[src/hw/aia_consts.svh]
// Offsets, reset values and fixed codes of the analog input register bank
`ifndef AIA_CONSTS_SVH
`define AIA_CONSTS_SVH

`define AIA_NUM_CH 4'h8
`define AIA_OFF_INPUT_VALUE 16'h0000
`define AIA_OFF_HIGH_FLAGS 16'h00E0
`define AIA_OFF_HISTORY_MAX 16'h00EC
`define AIA_OFF_LOW_FLAGS 16'h0100
`define AIA_OFF_HISTORY_MIN 16'h010C
`define AIA_OFF_STATION 16'h010F
`define AIA_OFF_HIGH_THR 16'h0128
`define AIA_OFF_CH_COUNT 16'h0140
`define AIA_OFF_LOW_THR 16'h0148
`define AIA_OFF_FIRMWARE 16'h015F
`define AIA_OFF_PEER_LINK 16'h0168
`define AIA_OFF_RANGE 16'h01AB
`define AIA_OFF_RESET_CAUSE 16'h022B
`define AIA_OFF_STARTUPS 16'h022C
`define AIA_OFF_MODEL 16'h022F

`define AIA_COIL_CLR_MAX 16'h00A2
`define AIA_COIL_CLR_MIN 16'h00C2
`define AIA_COIL_FACTORY 16'h00E2
`define AIA_COIL_REBOOT 16'h00E9
`define AIA_COIL_HIGH_MODE 16'h02BC
`define AIA_COIL_LOW_MODE 16'h02DC
`define AIA_COIL_CLR_HIGH 16'h02FC
`define AIA_COIL_CLR_LOW 16'h031C

`define AIA_RST_STATION 16'h0001
`define AIA_MAX_STATION 16'h00FF
`define AIA_RST_HIGH_THR 16'h7FFF
`define AIA_RST_LOW_THR 16'h8000
`define AIA_RST_RANGE 16'h0008
`define AIA_LINK_FAILED 16'hFFFF
`define AIA_LINK_NORMAL 16'h0000
`define AIA_CAUSE_POWER_ON 2'h1
`define AIA_CAUSE_WATCHDOG 2'h2
`define AIA_CAUSE_SOFTWARE 2'h3
`define AIA_STARTUP_MAX 15'h7FFF

`endif

[src/hw/aia_pkg.sv]
// Types shared by the analog input register bank
package aia_pkg;

    typedef enum logic [1:0] {
        AIA_SP_COIL = 2'b00,
        AIA_SP_DISCRETE = 2'b01,
        AIA_SP_INPUT = 2'b10,
        AIA_SP_HOLDING = 2'b11
    } aia_space_t;

    typedef struct packed {
        logic valid;
        logic write;
        aia_space_t space;
        logic [15:0] addr;
        logic [15:0] wdata;
    } aia_req_t;

    typedef struct packed {
        logic ack;
        logic err;
        logic [15:0] rdata;
    } aia_resp_t;

    typedef struct packed {
        logic valid;
        logic [2:0] ch;
        logic [15:0] value;
    } aia_sample_t;

endpackage

[src/hw/aia_bank.sv]
// Register bank of the eight-channel analog input module
//
// Operation
// High flag is 1 while the channel's value exceeds its high threshold.
// Low flag is 1 while the channel's value is below its low threshold.
// Read-only signed 16-bit maximum kept per channel.
// Read-only signed 16-bit minimum kept per channel.
// Channel count register reads eight.
// Peer link state reads zero when healthy, negative when failed.
// Station number is writable 0 to 255, factory value 1.
// High thresholds are signed, writable, factory value 32767.
// Low thresholds are signed, writable, factory value -32768.
// Reset cause reads 1 power-on, 2 watchdog, 3 software.
// Boot counter spans 1 to 32767; factory restore clears it.
// Model code register returns a fixed 16-bit identifier.
// Alarm mode 0 is momentary, 1 latches until cleared.
// Host clears a channel's maximum by writing 1 to its coil.
// Flags and extremes refresh on each new sample.
// Extremes change only on strictly greater or smaller samples; the code also takes any sample that arrives with a clear.
`timescale 1ns/100ps
`include "aia_consts.svh"
module aia_bank #(
    parameter logic [15:0] MODEL_CODE = 16'h5A5A,
    parameter logic [15:0] FW_REVISION = 16'h0100
) (
    input wire logic clk,
    input wire logic sys_rst,
    input wire aia_pkg::aia_req_t req,
    input wire aia_pkg::aia_sample_t sample,
    input wire logic link_ok_pin,
    input wire logic [1:0] cause_pin,
    input wire logic [14:0] boot_count_pin,
    output aia_pkg::aia_resp_t resp,
    output logic reboot_req,
    output logic factory_req,
    output logic [7:0] high_alarm_flags,
    output logic [7:0] low_alarm_flags
);
    import aia_pkg::*;

    localparam int NCH = 8;

    logic [15:0] high_thr [NCH];
    logic [15:0] low_thr [NCH];
    logic [15:0] range_code [NCH];
    logic [15:0] value [NCH];
    logic [15:0] hist_max [NCH];
    logic [15:0] hist_min [NCH];
    logic [7:0] high_mode;
    logic [7:0] low_mode;
    logic [7:0] high_now;
    logic [7:0] low_now;
    logic [15:0] station_number;
    logic [1:0] reset_cause;
    logic [14:0] startup_counter;
    logic captured;
    logic link_meta, link_sync;
    logic [1:0] cause_meta, cause_sync;
    logic [14:0] boot_meta, boot_sync;
    logic wr, rd, coil_wr, hold_wr, one;
    logic [7:0] clr_max, clr_min, clr_high, clr_low;
    logic factory;
    logic [15:0] next_rdata;
    logic next_err;

    // Hit test of an eight-word block, returns the channel in low bits
    function automatic logic [3:0] blk(input logic [15:0] a,
                                       input logic [15:0] base);
        logic [15:0] d;
        d = a - base;
        blk = (d < 16'h0008) ? {1'b1, d[2:0]} : 4'h0;
    endfunction

    function automatic logic [7:0] coil_hit(input logic [15:0] a,
                                            input logic [15:0] base,
                                            input logic en);
        logic [3:0] h;
        h = blk(a, base);
        coil_hit = (en && h[3]) ? (8'h01 << h[2:0]) : 8'h00;
    endfunction

    assign wr = req.valid & req.write;
    assign rd = req.valid & ~req.write;
    assign coil_wr = wr & (req.space == AIA_SP_COIL);
    assign hold_wr = wr & (req.space == AIA_SP_HOLDING);
    assign one = req.wdata[0];
    // Per-channel clear coils
    assign clr_max = coil_hit(req.addr, `AIA_COIL_CLR_MAX, coil_wr & one);
    assign clr_min = coil_hit(req.addr, `AIA_COIL_CLR_MIN, coil_wr & one);
    assign clr_high = coil_hit(req.addr, `AIA_COIL_CLR_HIGH, coil_wr & one);
    assign clr_low = coil_hit(req.addr, `AIA_COIL_CLR_LOW, coil_wr & one);
    assign factory = coil_wr & one & (req.addr == `AIA_COIL_FACTORY);

    // Pin synchronisers
    always_ff @(posedge clk) begin
        if (sys_rst) begin
            link_meta <= 1'b0;
            link_sync <= 1'b0;
            cause_meta <= 2'h0;
            cause_sync <= 2'h0;
            boot_meta <= 15'h0000;
            boot_sync <= 15'h0000;
        end else begin
            link_meta <= link_ok_pin;
            link_sync <= link_meta;
            cause_meta <= cause_pin;
            cause_sync <= cause_meta;
            boot_meta <= boot_count_pin;
            boot_sync <= boot_meta;
        end
    end

    // Start-up capture once the synchronisers hold valid pin levels
    logic [1:0] settle;
    always_ff @(posedge clk) begin
        if (sys_rst) begin
            settle <= 2'h0;
            captured <= 1'b0;
        end else begin
            if (settle != 2'h3) begin
                settle <= settle + 2'h1;
            end
            captured <= captured | (settle == 2'h3);
        end
    end

    // Cause caught after release
    always_ff @(posedge clk) begin
        if (sys_rst) begin
            reset_cause <= `AIA_CAUSE_POWER_ON;
        end else if (!captured && settle == 2'h3) begin
            reset_cause <= (cause_sync == 2'h0) ? `AIA_CAUSE_POWER_ON
                                                 : cause_sync;
        end
    end

    // Boot counter, cleared by factory restore
    always_ff @(posedge clk) begin
        if (sys_rst) begin
            startup_counter <= 15'h0000;
        end else if (factory) begin
            startup_counter <= 15'h0000;
        end else if (!captured && settle == 2'h3) begin
            startup_counter <= (boot_sync == `AIA_STARTUP_MAX) ?
                               `AIA_STARTUP_MAX : boot_sync + 15'h0001;
        end
    end

    // Station number write
    always_ff @(posedge clk) begin
        if (sys_rst || factory) begin
            station_number <= `AIA_RST_STATION;
        end else if (hold_wr && req.addr == `AIA_OFF_STATION &&
                     req.wdata <= `AIA_MAX_STATION) begin
            station_number <= req.wdata;
        end
    end

    // Alarm mode coils
    always_ff @(posedge clk) begin
        if (sys_rst || factory) begin
            high_mode <= 8'h00;
            low_mode <= 8'h00;
        end else begin
            high_mode <= high_mode & ~coil_hit(req.addr, `AIA_COIL_HIGH_MODE,
                         coil_wr) | coil_hit(req.addr, `AIA_COIL_HIGH_MODE,
                         coil_wr & one);
            low_mode <= low_mode & ~coil_hit(req.addr, `AIA_COIL_LOW_MODE,
                        coil_wr) | coil_hit(req.addr, `AIA_COIL_LOW_MODE,
                        coil_wr & one);
        end
    end

    genvar g;
    generate
        for (g = 0; g < NCH; g++) begin : gen_ch
            logic [3:0] hh, hl, hr;
            assign hh = blk(req.addr, `AIA_OFF_HIGH_THR);
            assign hl = blk(req.addr, `AIA_OFF_LOW_THR);
            assign hr = blk(req.addr, `AIA_OFF_RANGE);

            // Threshold and range storage
            always_ff @(posedge clk) begin
                if (sys_rst || factory) begin
                    high_thr[g] <= `AIA_RST_HIGH_THR;
                    low_thr[g] <= `AIA_RST_LOW_THR;
                    range_code[g] <= `AIA_RST_RANGE;
                end else if (hold_wr) begin
                    if (hh[3] && hh[2:0] == 3'(g)) begin
                        high_thr[g] <= req.wdata;
                    end
                    if (hl[3] && hl[2:0] == 3'(g)) begin
                        low_thr[g] <= req.wdata;
                    end
                    if (hr[3] && hr[2:0] == 3'(g)) begin
                        range_code[g] <= req.wdata;
                    end
                end
            end

            // Sample steering
            aia_chan u_chan (
                .clk(clk),
                .sys_rst(sys_rst),
                .sample_en(sample.valid && sample.ch == 3'(g)),
                .sample_value(sample.value),
                .high_thr(high_thr[g]),
                .low_thr(low_thr[g]),
                .high_latch(high_mode[g]),
                .low_latch(low_mode[g]),
                .clr_high(clr_high[g]),
                .clr_low(clr_low[g]),
                .clr_max(clr_max[g]),
                .clr_min(clr_min[g]),
                .value(value[g]),
                .hist_max(hist_max[g]),
                .hist_min(hist_min[g]),
                .high_flag(high_now[g]),
                .low_flag(low_now[g])
            );
        end
    endgenerate

    // Read decode per space
    always_comb begin
        logic [3:0] h;
        h = 4'h0;
        next_rdata = 16'h0000;
        next_err = 1'b0;
        case (req.space)
            AIA_SP_DISCRETE: begin
                h = blk(req.addr, `AIA_OFF_HIGH_FLAGS);
                if (h[3]) begin
                    next_rdata = {15'h0000, high_now[h[2:0]]};
                end else begin
                    h = blk(req.addr, `AIA_OFF_LOW_FLAGS);
                    next_rdata = {15'h0000, low_now[h[2:0]]};
                    next_err = ~h[3] | req.write;
                end
                next_err = next_err | req.write;
            end
            AIA_SP_INPUT: begin
                next_err = req.write;
                if (blk(req.addr, `AIA_OFF_INPUT_VALUE) != 4'h0) begin
                    h = blk(req.addr, `AIA_OFF_INPUT_VALUE);
                    next_rdata = value[h[2:0]];
                end else if (blk(req.addr, `AIA_OFF_HISTORY_MAX) != 4'h0) begin
                    h = blk(req.addr, `AIA_OFF_HISTORY_MAX);
                    next_rdata = hist_max[h[2:0]];
                end else if (blk(req.addr, `AIA_OFF_HISTORY_MIN) != 4'h0) begin
                    h = blk(req.addr, `AIA_OFF_HISTORY_MIN);
                    next_rdata = hist_min[h[2:0]];
                // Fixed channel count
                end else if (req.addr == `AIA_OFF_CH_COUNT) begin
                    next_rdata = {12'h000, `AIA_NUM_CH};
                end else if (req.addr == `AIA_OFF_FIRMWARE) begin
                    next_rdata = FW_REVISION;
                // Link state value
                end else if (req.addr == `AIA_OFF_PEER_LINK) begin
                    next_rdata = link_sync ? `AIA_LINK_NORMAL
                                           : `AIA_LINK_FAILED;
                end else begin
                    next_err = 1'b1;
                end
            end
            AIA_SP_HOLDING: begin
                if (req.addr == `AIA_OFF_STATION) begin
                    next_rdata = station_number;
                    next_err = req.write && req.wdata > `AIA_MAX_STATION;
                end else if (blk(req.addr, `AIA_OFF_HIGH_THR) != 4'h0) begin
                    h = blk(req.addr, `AIA_OFF_HIGH_THR);
                    next_rdata = high_thr[h[2:0]];
                end else if (blk(req.addr, `AIA_OFF_LOW_THR) != 4'h0) begin
                    h = blk(req.addr, `AIA_OFF_LOW_THR);
                    next_rdata = low_thr[h[2:0]];
                end else if (blk(req.addr, `AIA_OFF_RANGE) != 4'h0) begin
                    h = blk(req.addr, `AIA_OFF_RANGE);
                    next_rdata = range_code[h[2:0]];
                end else if (req.addr == `AIA_OFF_RESET_CAUSE) begin
                    next_rdata = {14'h0000, reset_cause};
                    next_err = req.write;
                end else if (req.addr == `AIA_OFF_STARTUPS) begin
                    next_rdata = {1'b0, startup_counter};
                    next_err = req.write;
                // Fixed model code
                end else if (req.addr == `AIA_OFF_MODEL) begin
                    next_rdata = MODEL_CODE;
                    next_err = req.write;
                end else begin
                    next_err = 1'b1;
                end
            end
            AIA_SP_COIL: begin
                next_err = ~req.write;
            end
            default: begin
                next_err = 1'b1;
            end
        endcase
    end

    always_ff @(posedge clk) begin
        if (sys_rst) begin
            resp <= '0;
        end else begin
            resp.ack <= req.valid;
            resp.err <= req.valid & next_err;
            resp.rdata <= rd ? next_rdata : 16'h0000;
        end
    end

    always_ff @(posedge clk) begin
        if (sys_rst) begin
            reboot_req <= 1'b0;
            factory_req <= 1'b0;
            high_alarm_flags <= 8'h00;
            low_alarm_flags <= 8'h00;
        end else begin
            reboot_req <= coil_wr & one & (req.addr == `AIA_COIL_REBOOT);
            factory_req <= factory;
            high_alarm_flags <= high_now;
            low_alarm_flags <= low_now;
        end
    end
endmodule // aia_bank

[src/hw/aia_chan.sv]
// One channel: input value, extremes and alarm flags
`timescale 1ns/100ps
module aia_chan (
    input wire logic clk,
    input wire logic sys_rst,
    input wire logic sample_en,
    input wire logic [15:0] sample_value,
    input wire logic [15:0] high_thr,
    input wire logic [15:0] low_thr,
    input wire logic high_latch,
    input wire logic low_latch,
    input wire logic clr_high,
    input wire logic clr_low,
    input wire logic clr_max,
    input wire logic clr_min,
    output logic [15:0] value,
    output logic [15:0] hist_max,
    output logic [15:0] hist_min,
    output logic high_flag,
    output logic low_flag
);
    logic above;
    logic below;

    // Signed compare
    assign above = $signed(sample_value) > $signed(high_thr);
    // Signed compare
    assign below = $signed(sample_value) < $signed(low_thr);

    always_ff @(posedge clk) begin
        if (sys_rst) begin
            value <= 16'h0000;
        end else if (sample_en) begin
            value <= sample_value;
        end
    end

    // Maximum tracking
    always_ff @(posedge clk) begin
        if (sys_rst) begin
            hist_max <= 16'h8000;
        // Strictly greater, or any sample arriving with a clear
        end else if (sample_en &&
                     (clr_max || $signed(sample_value) > $signed(hist_max))) begin
            hist_max <= sample_value;
        end else if (clr_max) begin
            hist_max <= 16'h8000;
        end
    end

    // Minimum tracking
    always_ff @(posedge clk) begin
        if (sys_rst) begin
            hist_min <= 16'h7FFF;
        // Strictly less, or any sample arriving with a clear
        end else if (sample_en &&
                     (clr_min || $signed(sample_value) < $signed(hist_min))) begin
            hist_min <= sample_value;
        end else if (clr_min) begin
            hist_min <= 16'h7FFF;
        end
    end

    // Momentary or latching, new sample beats clear
    // Refresh on sample
    always_ff @(posedge clk) begin
        if (sys_rst) begin
            high_flag <= 1'b0;
        end else if (sample_en) begin
            high_flag <= above | (high_latch & high_flag & ~clr_high);
        end else if (clr_high) begin
            high_flag <= 1'b0;
        end
    end

    always_ff @(posedge clk) begin
        if (sys_rst) begin
            low_flag <= 1'b0;
        end else if (sample_en) begin
            low_flag <= below | (low_latch & low_flag & ~clr_low);
        end else if (clr_low) begin
            low_flag <= 1'b0;
        end
    end
endmodule // aia_chan

[config.mk]
export PLATFORM = sky130hd
export DESIGN_NAME = aia_bank
export DESIGN_NICKNAME = d
export VERILOG_FILES = /design/src/hw/aia_pkg.sv /design/src/hw/aia_bank.sv /design/src/hw/aia_chan.sv
export VERILOG_INCLUDE_DIRS = /design/src /design/src/hw
export SDC_FILE = /design/constraint.sdc
export NUM_CORES = 2
export LEC_CHECK = 0
export BUFFER_PORTS_ARGS = -buffer_cell sky130_fd_sc_hd__buf_2
export CAP_MARGIN = 20
export CORE_UTILIZATION = 45
export CTS_CLUSTER_SIZE = 40
export DETAILED_ROUTE_END_ITERATION = 10
export PLACE_DENSITY_LB_ADDON = 0.2
export SYNTH_ARGS = -nofsm -noshare
export SYNTH_HDL_FRONTEND = slang
export SYNTH_HIERARCHICAL = 1
export SYNTH_SLANG_ARGS = --single-unit
export TNS_END_PERCENT = 50
[constraint.sdc]
create_clock -name clk -period 10.7 [get_ports clk]
set_input_delay 2.14 -clock clk [delete_from_list [all_inputs] [get_ports clk]]
set_output_delay 2.14 -clock clk [all_outputs]
set_load 0.05 [all_outputs]
# Word-level counts from Yosys, hierarchy flattened
# Memory sizes are Yosys's and may differ from the RTL's.
# Cells that the tools add are included.
dict set report op_classes {
  n_addsub 15
  magnitude_cmp 53
  n_eq_ne 43
  shifts 6
  n_bitwise 111
  muxes 255
  reduce_logical 124
}
# cell n
set ops {}
lappend ops {{16-bit 2-to-1 mux} 73}
lappend ops {{16-bit > comparator} 16}
lappend ops {{16-bit less-than comparator} 16}
lappend ops {{16-bit by 4-bit less-than comparator with 1-bit output, second input constant} 14}
lappend ops {{1-bit 2-to-1 mux} 148}
lappend ops {{16-bit binary-select mux with 3-bit select} 3}
lappend ops {{16-bit by 9-bit subtractor with 16-bit output, second input constant} 5}
lappend ops {{16-bit by 9-bit == test with 1-bit output, second input constant} 4}
lappend ops {{8-bit 2-to-1 mux} 8}
lappend ops {{2-bit nonzero test} 32}
lappend ops {{16-bit by 10-bit subtractor with 16-bit output, second input constant} 4}
lappend ops {{16-bit by 8-bit subtractor with 16-bit output, second input constant} 4}
lappend ops {{1-bit logical AND} 60}
lappend ops {{15-bit 2-to-1 mux} 4}
lappend ops {{4-bit 2-to-1 mux} 14}
lappend ops {{16-bit by 10-bit == test with 1-bit output, second input constant} 3}
lappend ops {{3-bit == test, second input constant} 16}
lappend ops {{16-bit case mux with 3 select lines} 1}
lappend ops {{1-bit by 3-bit << shifter with 8-bit output, first input constant} 6}
lappend ops {{1-bit OR} 43}
lappend ops {{1-bit AND} 40}
lappend ops {{16-bit by 8-bit == test with 1-bit output, second input constant} 2}
lappend ops {{3-bit by 2-bit == test with 1-bit output, second input constant} 8}
lappend ops {{4-bit nonzero test} 6}
lappend ops {{other kinds (24)} 77}
dict set report word_totals {
  word_cells 670
  mem_bits_rw 384
  mem_count 3
  out_inout_bits 36
  reg_bits 524
}
# memory words word_bits rd rd_clocked_by_memory_dff wr line
set mem_list {}
lappend mem_list {high_thr 8 16 9 0 8 aia_bank.sv:43} ;# logic [15:0] high_thr [NCH];
lappend mem_list {low_thr 8 16 9 0 8 aia_bank.sv:44} ;# logic [15:0] low_thr [NCH];
lappend mem_list {range_code 8 16 1 0 8 aia_bank.sv:45} ;# logic [15:0] range_code [NCH];

# Logic depth before layout (Yosys ltp)
dict set report depth {
  depth_word 11
  depth_mapped 21
  ltp_nobuf 15
}

# By module
# The synthesis kept the hierarchy.
# module instances cells_per_inst area_each_um2 seq_area_each_um2
set modules_own_cells {}
lappend modules_own_cells {aia_bank 1 2687 28063.2 14013.4}
lappend modules_own_cells {{aia_chan (gen_ch[0].u_chan ...)} 4 416 3607.2 1001.0}
lappend modules_own_cells {{aia_chan (gen_ch[5].u_chan ...)} 3 424 3572.2 1001.0}
lappend modules_own_cells {{aia_chan (gen_ch[4].u_chan)} 1 411 3565.9 1001.0}

# Least setup slack after synthesis
# No wires, ideal clock.
dict set report synth_timing {
  path_type {input-to-reg}
  startpoint {input req[18] (netlist bit)}
  endpoint {memory range_code[1][0] (enable)}
  path_buffers 6
  slack_ps 3663
  required_time_ps 10286
  stages 15
  arrival_ps 6623
  cell_sequence {clkbuf_1 clkbuf_1 inv_1 clkbuf_1 clkbuf_1 ha_1 clkbuf_1 a2111o_1 or3b_2 nor4_1 a211oi_1 nor4_1 buf_2 nand3_1 o31ai_1}
}
# element line
set synth_lines {}
lappend synth_lines {{start: declaration} aia_bank.sv:28} ;# input wire aia_pkg::aia_req_t req,
lappend synth_lines {{end: declaration} aia_bank.sv:45}

# Worst setup path in the final report
dict set report layout_timing {
  startpoint {input req[18] (netlist bit)}
  endpoint {register gen_ch[7].u_chan.hist_max[15]}
}
dict set report layout_between {
  elab_chain_cells 8
  elab_cells_between_ends 10
  cone_classes {1 x add/sub; 1 x order compare; 1 x shift; 3 x mux; 4 x reduce/logical}
}
# element line
set layout_rtl {}
lappend layout_rtl {{16-bit by 8-bit subtractor with 16-bit output (*)} aia_bank.sv:70} ;# d = a - base;
lappend layout_rtl {{16-bit by 4-bit less-than comparator with 1-bit output} aia_bank.sv:71} ;# blk = (d < 16'h0008) ? {1'b1, d[2:0]} : 4'h0;
lappend layout_rtl {{4-bit 2-to-1 mux (*)} aia_bank.sv:71}
lappend layout_rtl {{1-bit by 3-bit << shifter with 8-bit output / 1-bit logical AND (equally long branches)} aia_bank.sv:79} ;# coil_hit = (en && h[3]) ? (8'h01 << h[2:0]) : 8'h00;
lappend layout_rtl {{8-bit 2-to-1 mux (*)} aia_bank.sv:79}
lappend layout_rtl {{named net clr_max[7]} aia_bank.sv:61} ;# logic [7:0] clr_max, clr_min, clr_high, clr_low;
lappend layout_rtl {{1-bit logical OR} aia_chan.sv:44} ;# (clr_max || $signed(sample_value) > $signed(hist_max))) begin
lappend layout_rtl {{1-bit logical AND} aia_chan.sv:43} ;# end else if (sample_en &&
lappend layout_rtl {{16-bit 2-to-1 mux / 2-bit nonzero test (equally long branches)} n/a}
lappend layout_rtl {{end signal: assignment} aia_chan.sv:45} ;# hist_max <= sample_value;
lappend layout_rtl {{end: declaration} aia_chan.sv:17} ;# output logic [15:0] hist_max,
# Mark *: on every way through the listed nets, which the timed path passes. The rest lies on a longest branch.
# A chain may end at the register's enable or synchronous reset.

==> metrics.csv <==
metric,value,unit
grt_pass1_vias,45430,
clk-insertion-delay-late,760,ps
routedWlPerCell,27.8,µm
synth-main-ff-cell,dfxtp_1,
areaGrowthSynthToFinish,10.6,%
fillers,11446,
setup_tns,0,ps
gp_congestion,1.06,
skew,31.5,ps
r2r_start,gen_ch[4].u_chan/hist_max[15]$_SDFFE_PP1P_,
period_share,0.632,
syn_area_per_cell,9.41,µm²
rsz0062_at_grt,false,
mostFrequentLayoutCells,"inv_1, dfxtp_1, ha_1",
cts_setup_buffers,0,
place_area,58900,µm²
ioPinCount,112,
synth_seq_area_share,0.388,
die_x,357,µm
antenna_left,0,
whs_endpoint,boot_sync[8]$_SDFF_PP0_,
critPathArrivalTime,7360,ps
fmax,148,MHz
finalCriticalPeriod,6760,ps
synth.area.top_cells,"edfxtp_1, dfxtp_1, ha_1, mux2i_1, inv_1",
wl_met3,18000,µm
drt_iter0_drc,5662,
worst_pin_slew,1210,ps
synth.distinct_cells,114,
grtUsageTotal,0.332,
placementRows,129,
r2r-end,gen_ch[4].u_chan/hist_max[7]$_SDFFE_PP0P_,
holdCritPathClass,flip-flop to flip-flop,
synthCells,6034,
crit_chain,buf_4 -> inv_1 -> buf_4 -> ha_1 -> a21boi_0 -> a21oi_1 -> o21ai_0 -> a21oi_1 -> o2111ai_1 -> nand2b_1 -> nor2_1 -> nor2_1 -> a21boi_2 -> a22o_1 -> a311oi_1,
cts_buffer_depth,3,
fp.coreArea,124000,µm²
postSynthNetCount,6626,
ctsResizeCount,0,
grt_pass1_wl,312000,µm
synth_area,56800,µm²
fin_nets,6616,
wl_met1,88300,µm
grt_antenna_before_repair,11,
ff2ff_path_depth,8,
grt_max_degree,114,
maxCapViolCount,0,
end_kind,flip-flop,
cts_sinks,908,
synth_edf_count,384,
synth-seq-cells,908,
synth_top_area_frac,0.203,
io_buffers,111,
whs_path_depth,1,
status,"complete, no violations",
cp_slowest_cell,nor2_1,
drive_gt1_frac,0.137,
clockRootBuffer,clkbuf_16,
via_count,48147,
setup_violations,0,
drtPass1Iterations,7,
yosysTopAreaCell,edfxtp_1,
rrSetupSlack,7830,ps
async_flop_share,0,
crit_type,input port to flip-flop,
start_util,0.456,
cts_tree,built,
finalHoldViolations,0,
slowest_delay,900,ps
final_common_cell,inv_1,
fp.dieH,357,µm
hpwl,149000,µm
yosysWarnings,6,
cp-start-kind,input port,
clk_pin_slew,60,ps
overflow,0,
slew_headroom,0.170,
irDropWorstVdd,0.134,mV
htreeDepth,3,
fin_area,62800,µm²
hold_start,boot_meta[8]$_SDFF_PP0_,
vias_per_cell,6.21,
cp.required,11300,ps
power_density,141,nW/µm²
cp_max_fo,26,
die_area,128000,µm²
postCtsHoldBufs,0,
met2WireLength,95300,µm
power_leakage,25.4,nW
wl,216000,µm
numCtsBuffers,105,
drv_slew,0,
top_layer_used,met5,
remaining_drc_errors,0,
synth_stat cells, drive strengths merged (55+ instances only):
| cell type | instances |
|---|---|
| o21ai | 194 |
| inv | 546 |
| o211ai | 86 |
| mux4 | 65 |
| or2 | 132 |
| nor2 | 462 |
| nand3 | 164 |
| a21o | 67 |
| nand4 | 88 |
| a21oi | 300 |
| buf | 117 |
| dfxtp | 524 |
| mux2i | 248 |
| o22ai | 112 |
| nand2 | 352 |
| nor2b | 102 |
| clkbuf | 244 |
| and2 | 254 |
| a31oi | 55 |
| nand2b | 140 |
| nor3 | 94 |
| nor4 | 96 |
| o32ai | 77 |
| ha | 516 |
| edfxtp | 384 |
worst max-delay path by stage:
stage	endpoint	slack [ps]	start	cells after the start
final	gen_ch[7].u_chan/hist_max[15]$_SDFFE_PP1P_	3940	req[18]	15
after global routing	gen_ch[1].u_chan/hist_min[5]$_SDFFE_PP1P_	3800	req[21]	16
after CTS	gen_ch[6].u_chan/hist_max[15]$_SDFFE_PP1P_	4180	req[18]	15
after detailed placement	gen_ch[6].u_chan/hist_max[15]$_SDFFE_PP1P_	3430	req[18]	15
after global placement	gen_ch[6].u_chan/hist_max[15]$_SDFFE_PP1P_	3460	req[18]	15
after floorplan	range_code[1][0]$_SDFFCE_PN0P_	3660	req[18]	15
metrics by stage:
step                hold slack [ps]  total power (W)  cells  setup WS [ps]  utilization
global placement                430          0.00493   7543           3460        0.473
finish                          435          0.00887   7753           3940        0.504
detailed placement              426          0.00495   7545           3430        0.473
CTS                             440          0.00888   7740           4180        0.503
floorplan                       414          0.00451   6034           3660            -
global route                    458          0.00913   7749           3800        0.504
cells by family after synthesis:
group,count (synthesis),share of synthesized area
simple gates,2034,0.187
fa+ha+maj,516,0.114
compound gates,1292,0.165
mux,340,0.0762
flops,908,0.388
buf+inv,910,0.0651
xor+xnor,34,0.00524
report_power, final:
group	leakage [nW]	switching, W	internal, W
logic	15.6	0.000739	0.000356
registers	7.97	0.0000893	0.00373
clock network	1.86	0.00159	0.00237
registers in the layout (all words and copies together), names as in the netlist, 15 cells and up:
register,cells
gen_ch.u_chan/hist_min,128
gen_ch.u_chan/hist_max,128
high_thr,128
gen_ch.u_chan/value,128
low_thr,128
station_number,16
startup_counter,15
boot_meta,15
resp,18
boot_sync,15
range_code,128
layer usage:
| layer | vias up | track usage |
|---|---|---|
| li1 | 21873 | - |
| met1 | 23412 | 0.437 |
| met2 | 2277 | 0.518 |
| met4 | 6 | 0.188 |
| met5 | - | 0 |
| met3 | 579 | 0.0533 |
worst max-delay path, delay by kind of cell:
kind	cells	cell delay, ps
AND/OR/NAND/NOR	3	1480
adder cells (fa/ha/maj)	1	220
AO/OA/AOI/OAI	8	2800
buffers and inverters	3	720
area by class of cell:
cell class / instances / area (µm²) / area share
inverter: 549 / 2060 / 0.0328
clock buffer: 146 / 3080 / 0.0490
antenna: 4 / 10.0 / 0.000159
timing repair buffer: 244 / 1670 / 0.0265
multi-input combinational: 4216 / 31200 / 0.497
tap: 1637 / 2050 / 0.0326
clock inverter: 49 / 688 / 0.0110
sequential: 908 / 22000 / 0.351
Power figures use the tool's default switching activity.
